`src/rtl/ras_pkg.sv`:
```
// Purpose: constants and carriers for the register access semantics bank
// Assumes: byte-wide registers on a simple synchronous register port
// Notes: offsets are byte indices into a small local map
// Behaviour
// - read-only bits ignore every write
// - write-only bits read back zero
// - reserved bits always read zero
// - read-only fields never show reserved encodings
// - power reset restores values but loads OUT with zero, soft reset loads OUT_RST and keeps debug control
// - clear alias one clears shared bit
// - set alias one sets shared bit
// - both aliases read the same value
// - simultaneous writes let clear win
package ras_pkg;
   localparam int RAS_DW = 8;
   localparam int RAS_AW = 3;
   localparam logic [2:0] RAS_OFS_CTRL = 3'h0;
   localparam logic [2:0] RAS_OFS_STATUS = 3'h1;
   localparam logic [2:0] RAS_OFS_CMD = 3'h2;
   localparam logic [2:0] RAS_OFS_DBGCTRL = 3'h3;
   localparam logic [2:0] RAS_OFS_OUT = 3'h4;
   localparam logic [2:0] RAS_OFS_OUTSET = 3'h5;
   localparam logic [2:0] RAS_OFS_OUTCLR = 3'h6;
   localparam logic [7:0] RAS_CTRL_MASK = 8'h0F;
   localparam logic [7:0] RAS_CTRL_RST = 8'h00;
   localparam logic [7:0] RAS_DBG_MASK = 8'h01;
   localparam logic [7:0] RAS_DBG_RST = 8'h00;
   localparam logic [7:0] RAS_OUT_RST = 8'h00;
   localparam logic [7:0] RAS_CMD_MASK = 8'h03;
   localparam int RAS_MODE_LSB = 4;
   localparam logic [1:0] RAS_MODE_RSVD = 2'h3;
   localparam logic [1:0] RAS_MODE_IDLE = 2'h0;
   typedef struct packed {
      logic wr;
      logic rd;
      logic [2:0] addr;
      logic [7:0] wdata;
   } ras_req_t;
   typedef struct packed {
      logic valid;
      logic [7:0] rdata;
   } ras_rsp_t;
endpackage

```
`src/rtl/ras_setclr_bit.sv`:
```
// Purpose: one shared bit reached through a set and a clear alias
// Assumes: strobes already qualified by address decode
// Notes: clear takes precedence over set
`timescale 1ns/1ps
module ras_setclr_bit (
   input wire logic i_ref_clk,
   input wire logic i_resetn,
   input wire logic i_ce,
   input wire logic i_soft_rst,
   input wire logic i_rst_val,
   input wire logic i_wr,
   input wire logic i_wdata,
   input wire logic i_set,
   input wire logic i_clear,
   output logic o_q
);
   logic bit_d;
   assign bit_d = i_soft_rst ? i_rst_val :
                  i_clear ? 1'b0 :
                  i_set ? 1'b1 :
                  i_wr ? i_wdata : o_q;
   always_ff @(posedge i_ref_clk or negedge i_resetn) begin
      if (!i_resetn) begin
         o_q <= 1'b0;
      end else if (i_ce) begin
         o_q <= bit_d;
      end
   end
endmodule

```
`src/rtl/ras_bank.sv`:
```
// Purpose: register bank with read-only, write-only, reserved and set/clear bits
// Assumes: requests synchronous to i_ref_clk; one request per cycle
// Notes: read data registered, valid one cycle after the read strobe
`timescale 1ns/1ps
module ras_bank
   import ras_pkg::*;
#(
   parameter logic [7:0] OUT_RST = RAS_OUT_RST
) (
   input wire logic i_ref_clk,
   input wire logic i_resetn,
   input wire logic i_ce,
   input wire logic i_soft_rst,
   input wire ras_req_t i_req,
   input wire logic i_set_wr,
   input wire logic [7:0] i_set_data,
   input wire logic [3:0] i_hw_status,
   input wire logic [1:0] i_hw_mode,
   output ras_rsp_t o_rsp,
   output logic [7:0] o_ctrl,
   output logic [7:0] o_out,
   output logic o_dbg,
   output logic [1:0] o_cmd_pulse
);
   logic [7:0] ctrl_q, ctrl_d;
   logic [7:0] dbg_q, dbg_d;
   logic [7:0] out_w;
   logic [7:0] status_q, status_d;
   logic [1:0] cmd_q, cmd_d;
   logic [7:0] rdata_d;
   ras_rsp_t rsp_q;
   logic wr_ctrl, wr_dbg, wr_out, wr_set, wr_clear, wr_cmd;
   logic [1:0] mode_safe;
   logic [7:0] set_mask, clear_mask;

   assign wr_ctrl = i_req.wr && (i_req.addr == RAS_OFS_CTRL);
   assign wr_dbg = i_req.wr && (i_req.addr == RAS_OFS_DBGCTRL);
   assign wr_out = i_req.wr && (i_req.addr == RAS_OFS_OUT);
   assign wr_set = i_req.wr && (i_req.addr == RAS_OFS_OUTSET);
   assign wr_clear = i_req.wr && (i_req.addr == RAS_OFS_OUTCLR);
   assign wr_cmd = i_req.wr && (i_req.addr == RAS_OFS_CMD);

   assign ctrl_d = i_soft_rst ? RAS_CTRL_RST :
                   wr_ctrl ? (i_req.wdata & RAS_CTRL_MASK) : ctrl_q;
   assign dbg_d = (wr_dbg && !i_soft_rst) ? (i_req.wdata & RAS_DBG_MASK) : dbg_q;
   assign mode_safe = (i_hw_mode == RAS_MODE_RSVD) ? RAS_MODE_IDLE : i_hw_mode;
   assign status_d = i_soft_rst ? 8'h00 : {2'h0, mode_safe, i_hw_status};
   assign cmd_d = (wr_cmd && !i_soft_rst) ? i_req.wdata[1:0] : 2'h0;

   assign set_mask = (wr_set ? i_req.wdata : 8'h00) | (i_set_wr ? i_set_data : 8'h00);
   assign clear_mask = wr_clear ? i_req.wdata : 8'h00;

   genvar g;
   generate
      for (g = 0; g < RAS_DW; g++) begin : g_out
         ras_setclr_bit u_bit (
            .i_ref_clk(i_ref_clk),
            .i_resetn(i_resetn),
            .i_ce(i_ce),
            .i_soft_rst(i_soft_rst),
            .i_rst_val(OUT_RST[g]),
            .i_wr(wr_out),
            .i_wdata(i_req.wdata[g]),
            .i_set(set_mask[g]),
            .i_clear(clear_mask[g]),
            .o_q(out_w[g])
         );
      end
   endgenerate

   always_comb begin
      case (i_req.addr)
         RAS_OFS_CTRL: rdata_d = ctrl_q;
         RAS_OFS_STATUS: rdata_d = status_q;
         RAS_OFS_DBGCTRL: rdata_d = dbg_q;
         RAS_OFS_OUT, RAS_OFS_OUTSET, RAS_OFS_OUTCLR: rdata_d = out_w;
         default: rdata_d = 8'h00;
      endcase
   end

   always_ff @(posedge i_ref_clk or negedge i_resetn) begin
      if (!i_resetn) begin
         ctrl_q <= RAS_CTRL_RST;
         dbg_q <= RAS_DBG_RST;
         status_q <= 8'h00;
         cmd_q <= 2'h0;
         rsp_q <= '0;
      end else if (i_ce) begin
         ctrl_q <= ctrl_d;
         dbg_q <= dbg_d;
         status_q <= status_d;
         cmd_q <= cmd_d;
         rsp_q.valid <= i_req.rd;
         rsp_q.rdata <= i_req.rd ? rdata_d : 8'h00;
      end
   end

   assign o_rsp = rsp_q;
   assign o_ctrl = ctrl_q;
   assign o_out = out_w;
   assign o_dbg = dbg_q[0];
   assign o_cmd_pulse = cmd_q;
endmodule

```
`config.mk`:
```
export PLATFORM = sky130hd
export DESIGN_NAME = ras_bank
export DESIGN_NICKNAME = d
export VERILOG_FILES = /design/src/rtl/ras_pkg.sv /design/src/rtl/ras_setclr_bit.sv /design/src/rtl/ras_bank.sv
export SDC_FILE = /design/constraint.sdc
export NUM_CORES = 1
export LEC_CHECK = 0
export BUFFER_PORTS_ARGS = -buffer_cell sky130_fd_sc_hd__buf_4
export CAP_MARGIN = 20
export CORE_MARGIN = 2
export CORE_UTILIZATION = 45
export CTS_BUF_LIST = sky130_fd_sc_hd__clkbuf_16
export DETAILED_ROUTE_END_ITERATION = 10
export GPL_TIMING_DRIVEN = 1
export MAX_ROUTING_LAYER = met4
export PLACE_DENSITY = 0.75
export SETUP_SLACK_MARGIN = 0.4
export SLEW_MARGIN = 20
export SYNTH_ARGS = -nofsm -noshare
export SYNTH_HDL_FRONTEND = slang
export SYNTH_SLANG_ARGS = --single-unit
```
`constraint.sdc`:
```
create_clock -name i_ref_clk -period 1.5 [get_ports i_ref_clk]
set_input_delay 0.225 -clock i_ref_clk [delete_from_list [all_inputs] [get_ports i_ref_clk]]
set_output_delay 0.225 -clock i_ref_clk [all_outputs]
set_load 0.05 [all_outputs]
```
* Word level (Yosys, flattened, before mapping)
Index checks and enable logic that the tools add are counted.
** Storage, ports and cells
- Register bits :: 36
- Latch bits :: 0
- Bits in writable memories :: 0
- Memory bits (read-only) :: 0
- Bits of input ports :: 32
- Memories kept :: 0
** Cells by class
- $add $sub $neg :: 0
- Multipliers :: 0
- Div/mod/pow operators :: 0
- $lt $le $gt $ge :: 0
- Eq/ne operators :: 7
- Shifts and indexed selects :: 0
- Mux-type cells :: 42
- Bitwise operators :: 1
- Reductions and logical operators :: 30
** Operators with widths (count)
- 2-to-1 mux 8 bit :: 6
- 2-to-1 mux 1 bit :: 32
- one-hot mux 8 bit (4 select lines) :: 1
- nonzero test 4 bit :: 8
- AND reduction 2 bit :: 10
- == test 3 bit (second input constant) :: 3
- logical AND 1 bit :: 8
- OR 8 bit :: 1
- == test 3 x 2 -> 1 bit (second input constant) :: 2
- 2-to-1 mux 6 bit :: 1
- 2-to-1 mux 2 bit :: 2
- == test 3 x 1 -> 1 bit (second input constant) :: 1
- logical NOT 3 bit :: 1
- OR reduction 3 bit :: 1
- == test 2 bit (second input constant) :: 1
- nonzero test 2 bit :: 1
- logical NOT 1 bit :: 1

* Logic depth before layout (Yosys ltp)
Gate-level depths: netlist of the first run.
- Depth in word-level cells :: 7
- Gate-level depth with buffers :: 6
- Depth with buffers taken out :: 4

* Hierarchy
Synthesis of the first run repeated with hierarchy kept, for this count alone.
** Second synthesis, totals
- Cell total of the unflattened synthesis :: 175
- Area total of the unflattened synthesis :: 1836.8 µm²
** Modules (own cells, without submodules)
- ras_bank :: times used 1, cells each 119, area each 1246.2 µm², seq. area each 550.5 µm²
- ras_setclr_bit :: times used 8, cells each 7, area each 73.8 µm², seq. area each 25.0 µm²

* Worst setup path before layout of the first run
No wires, ideal clock.
- Path type :: register to register
- From :: register dbg_q[0]
- To :: register rsp_q, in the netlist o_rsp[0]
- Library setup time :: 121 ps
- Data arrival time :: 1222 ps
- Required time :: 1379 ps
- Path slack :: 157 ps
- Stages on the path, launching flop included :: 5
- Buffers on the path :: 0
- Path through :: dfrtp_1 > mux2_2 > nand2_1 > o221ai_1 > a22o_1
** Between the ends
- Longest elaborated chain between the ends :: 2
** Ends and longest elaborated chain
- start, declared :: RTL line ras_bank.sv:26 : logic [7:0] dbg_q, dbg_d;
- start signal, assigned :: RTL line ras_bank.sv:90 : dbg_q <= dbg_d;
- one-hot mux 8 bit (4 select lines) :: RTL line ras_bank.sv:72 : case (i_req.addr)
- 2-to-1 mux 8 bit :: RTL line ras_bank.sv:94 : rsp_q.rdata <= i_req.rd ? rdata_d : 8'h00;
- end, declared :: RTL line ras_bank.sv:31 : ras_rsp_t rsp_q;
Every way passes these cells.
A chain may end at the register's enable or synchronous reset.

* Worst setup path after layout of the first run
- From :: register g_out[0].u_bit.o_q
- To :: output port o_out[0]
** RTL lines
- start, declared :: RTL line ras_setclr_bit.sv:15 : output logic o_q
- start signal, assigned :: RTL line ras_setclr_bit.sv:26 : o_q <= bit_d;
- end, declared :: RTL line ras_bank.sv:21 : output logic [7:0] o_out,
No word-level cell between the ends.

==> run summary, run 1 <==
outcome - finished clean
worst r2r dst - o_rsp[0]
Mapped Area - 1790 sq um
total power divided by cell area - 1040 nW/um^2
Area contributors post-synth - dfrtp_1, a21oi_1, a22o_1
CP cell instances - buf_6
type of origin of the critical path - flop
chip width - 67.1 um
Final Max Slew Viols - 0
reg2reg start - g_out[0].u_bit.o_q
Via density - 5.69
CTS Buffer Depth - 2
R2R depth - 4
Worst-path clk slew - 0.05 ns
Final Util - 0.676
Leakage Power - 1.18 nW
crit path capture - o_out[0]
Die ar. - 4510 sq um
CORE AREA - 3740 sq um
Max H-tree Level - 2
Worst Path Buf+Inv - 1
share of the synthesized area in the top cell type - 0.418
wire per inst - 15.9 um
max-cap viol count - 0
first-pass GRT wire length - 7220 um
Syn Area/Cell - 9.54 sq um
peak supply drop - 0.703 mV
most common cell in the netlist - a21oi_1
clk_lat worst skew - 0.28 ns
commonest cells in the netlist - a21oi_1, dfrtp_1, buf_4, nand3b_1
worst-path maximum fanout - 3
non-filler instance count after layout - 288
Std-Cell Rows - 22
fraction of layout cells with a size suffix above 1 - 0.417
worst endpoint required time - 1.27 ns
vias in the first global route - 1539
WP depth - 1
nets - 271
WS Path Type - reg2out
number of top-level pins - 60
CTS tree - built
Worst Setup End Kind - output pin
number of synthesized flops with an enable pin - 0
Final Critical Period - 1.11 ns
worst reg2reg setup slack - 0.40 ns
Critical path origin - g_out[0].u_bit.o_q
DRC - 0
largest net degree at the start of global routing - 31
clock root buffer - clkbuf_16
routed wire length - 4590 um
starting density of the core - 0.479
Final Hold Vio Count - 0
CP max stage cell - dfrtp_1
Distinct cells, synth - 38
Die Ht - 67.1 um
Arr. time, crit path - 0.89 ns
Synth Register Bits - 30
sequential-to-total area share from yosys stat - 0.418
DR vias - 1638
Async SR Flop Fraction - 1.00
Min-Delay Path Class - in2reg
initial antenna violation count - 0
Num CTS Buffers - 5
Port Buffers - 55
most area-hungry cell type in the Yosys netlist - dfrtp_1
Layout Area Growth over Synthesis - 41.1%
setup ws final - 0.385 ns
GRT Resource Usage Total - 0.223
DR iter-0 viols - 105
Ys Warns - 0
Peak Freq - 0.897 GHz
grt total ovfl - 0
Cells after Synth - 188
cell family with most CP delay - flip-flops
setup TNS - 0 ns
post-route ant nets - 0
PnR Total Power - 2.64 mW
drt pass-1 iters - 4
Max Clock Skew - 0.00352 ns
post-detail-place hpwl - 3090 um
routability cong. - 0.824
crit-path max cell delay - 0.43 ns
final setup violation count - 0
number of instances in the placed design - 274
n_diodes - 0
Sink Count - 30
period utilization - 0.743
fillcell total - 300
Most used DFF post-synth - dfrtp_1
pre-CTS setup slack - 0.103 ns
RSZ-0062 raised after global routing - yes
placed cells by master (no fill, tap or decap), types with 2 or more instances in the layout:
| cell type | n |
|---|---|
| nand2_1 | 10 |
| nor2_1 | 3 |
| dfrtp_1 | 25 |
| nand3b_1 | 13 |
| nand2_2 | 2 |
| a2bb2oi_1 | 2 |
| a22o_1 | 12 |
| o21ai_0 | 5 |
| clkbuf_16 | 6 |
| conb_1 | 4 |
| inv_1 | 8 |
| mux2_1 | 8 |
| a21oi_1 | 27 |
| mux2_4 | 2 |
| dfrtp_2 | 5 |
| o2bb2ai_1 | 2 |
| buf_6 | 17 |
| a21oi_2 | 7 |
| a22oi_1 | 7 |
| o22ai_1 | 3 |
| buf_4 | 48 |
per-stage QoR:
step	hold WS, ns	area [sq um]
floorplan	-0.0706	1860
global placement	0.177	2190
detailed placement	0.172	2190
CTS	0.152	2400
global route	0.160	2530
finish	0.152	2530
report_power, final:
group | internal [mW] | leakage [nW] | switching, mW
Sequential | 0.880 | 0.392 | 0.0676
Combinational | 0.309 | 0.711 | 0.439
Clock | 0.598 | 0.0724 | 0.343
how the worst min path moves through the flow:
| stage | start | end | cells past startpoint |
|---|---|---|---|
| floorplan | i_resetn | dbg_q[0] | 0 |
| global placement | i_resetn | o_rsp[5] | 1 |
| detailed placement | i_resetn | o_rsp[5] | 1 |
| CTS | i_hw_mode[1] | status_q[4] | 2 |
| global route | i_hw_mode[1] | status_q[4] | 2 |
| finish | i_hw_mode[1] | status_q[4] | 2 |
cell families (layout without fill, tap and decap cells):
logic type / after synthesis / count (layout) / share of synthesized area
AOI/OAI and AO/OA: 71 / 71 / 0.252
xor gates and xnor gates: 1 / 1 / 0.00488
buffers and inverters: 34 / 83 / 0.112
DFF: 30 / 30 / 0.418
muxes: 10 / 10 / 0.0628
other: 1 / 4 / 0.00209
and+or+nand+nor: 41 / 41 / 0.149
flip-flops by register name (all words and copies together) (netlist names):
name and count:
status_q 6, o_cmd_pulse 2, o_ctrl 4, g_out.u_bit.o_q 8
dbg_q 1, o_rsp 9
layout make-up:
cell class | instances | area [sq um] | share of cell area
sequential | 30 | 757 | 0.299
timing repair buffer | 68 | 607 | 0.240
inverter | 7 | 26.3 | 0.0104
clock buffer | 5 | 125 | 0.0494
clock inverter | 3 | 12.5 | 0.00494
tap | 48 | 60.1 | 0.0237
multi-input combinational | 127 | 945 | 0.373
metal layers:
layer,vias up,part of all wire,GRT usage
met5,-,0,-
met4,0,0.030,0.0867
met2,61,0.47,0.343
li1,779,-,-
met1,785,0.44,0.283
met3,13,0.063,0.0583
timing repair:
item / CTS / global route
hold buffers: 1 / 0
endpoints found under the setup margin: 13 / 25
cloned: 0 / 1
endpoints found under the hold margin: 30 / 0
buffers inserted: 1 / 3
resized for setup: 17 / 20
pin swaps: 2 / 5
Note: power is estimated with default switching activity, not from simulation.
==> run 2: changes to the inputs <==
==> constraint.sdc (replaced) <==
create_clock -name i_ref_clk -period 1.15 [get_ports i_ref_clk]
set_input_delay 0.1725 -clock i_ref_clk [delete_from_list [all_inputs] [get_ports i_ref_clk]]
set_output_delay 0.1725 -clock i_ref_clk [all_outputs]
set_load 0.05 [all_outputs]
==> run summary, run 2 (synthesis results as in run 1) <==
wire per inst - 21.3 um
grt total ovfl - 0
clk_lat worst skew - 0.28 ns
Num CTS Buffers - 5
final setup violation count - 0
most common cell after layout, fill and taps aside - buf_4
post-route ant nets - 0
Sink Count - 30
most frequent cells in the layout - buf_4, buf_8, buf_6, dfrtp_2, a21oi_2
CORE AREA - 3740 sq um
Arr. time, crit path - 1.36 ns
Die ar. - 4510 sq um
Final Max Slew Viols - 0
Worst-path clk slew - 0.05 ns
Final Hold Vio Count - 0
nets - 313
Final Util - 0.887
max reg flops - 9
Leakage Power - 1.49 nW
starting density of the core - 0.479
Layout Area Growth over Synthesis - 85.0%
Peak Freq - 0.870 GHz
Final Critical Period - 1.15 ns
initial antenna violation count - 0
GRT Resource Usage Total - 0.273
CTS tree - built
hold slack - 0.115 ns
multi-input logic area - 1170 sq um
drt pass-1 iters - 4
Port Buffers - 55
max-cap viol count - 0
number of top-level pins - 60
period utilization - 0.999
non-filler instance count after layout - 330
fraction of layout cells with a size suffix above 1 - 0.674
pre-CTS setup slack - -0.219 ns
Reg area - 776 sq um
setup ws final - 0.00108 ns
n_diodes - 0
Max Clock Skew - 0.00517 ns
first-pass GRT wire length - 8890 um
WS Path Type - in2reg
routability cong. - 0.866
RSZ-0062 raised after global routing - yes
post-detail-place hpwl - 3480 um
Min-Delay Path Class - in2reg
routed wire length - 7020 um
DR iter-0 viols - 153
Die Ht - 67.1 um
DRC - 0
vias in the first global route - 1803
chip width - 67.1 um
number of instances in the placed design - 297
Std-Cell Rows - 22
Worst Setup End Kind - flop
largest net degree at the start of global routing - 31
CTS Buffer Depth - 2
type of origin of the critical path - primary input
Via density - 5.95
DR vias - 1963
peak supply drop - 0.670 mV
total power divided by cell area - 1170 nW/um^2
clock root buffer - clkbuf_16
outcome - finished clean
Max H-tree Level - 2
fillcell total - 173
worst-path maximum fanout - 7
worst endpoint required time - 1.36 ns
==> run 2: path summary, 6_finish.rpt <==
kind                       cells past startpoint  slack, ns     endpoint    startpoint
max in group asynchronous                      2       0.57     o_rsp[6]      i_resetn
min in group asynchronous                      2       0.32  status_q[0]      i_resetn
hold reg to reg                                1       0.52     o_rsp[0]      o_rsp[0]
setup / recovery                               7      0.001     o_rsp[3]      i_req[9]
hold / removal                                 2       0.12  status_q[4]  i_hw_mode[1]
setup reg to reg                               4       0.01     o_rsp[0]      dbg_q[0]
==> run 2: critical path, stage by stage <==
cell and delay [ns]:
buf_8 0.11, buf_6 0.13, buf_4 0.16, nor2_1 0.28
a22oi_2 0.09, o22ai_1 0.23, a22o_1 0.19
==> run 2: timing repair <==
item | 4_1_cts | 5_1_grt
hold buffers | 1 | 0
pin swaps | 21 | 21
setup endpoints to repair | 47 | 55
hold endpoints to repair | 30 | 0
setup buffers | 12 | 10
gates cloned | 1 | 1
gates resized for setup | 54 | 76
==> run 2: final cells by class <==
| cell class | instances | share of cell area |
|---|---|---|
| tap | 48 | 0.0181 |
| multi-input combinational | 127 | 0.351 |
| sequential | 30 | 0.234 |
| timing repair buffer | 110 | 0.346 |
| inverter | 7 | 0.00942 |
| clock inverter | 3 | 0.00339 |
| clock buffer | 5 | 0.0377 |
==> run 2: layer usage <==
layer,vias up,routed length [um],GRT usage
met5,-,0,-
met4,0,225,0.0714
met3,27,407,0.0617
li1,857,-,-
met1,985,2830,0.368
met2,94,3550,0.417
==> run 2: power by group <==
part	internal (mW)	total, mW	switching [mW]	leakage (nW)
Combinational	0.662	1.37	0.712	1.05
Clock	0.777	1.23	0.458	0.0663
Sequential	1.16	1.28	0.122	0.370
==> run 2: stage by stage <==
step	instance area, sq um	setup TNS [ns]	power (mW)
3_3_place_gp	2430	-2.26	2.18
3_5_place_dp	2430	-2.67	2.20
4_1_cts	2920	0	3.60
6_report	3320	0	3.89
2_1_floorplan	2010	-0.522	1.93
5_1_grt	3320	-0.0924	4.01
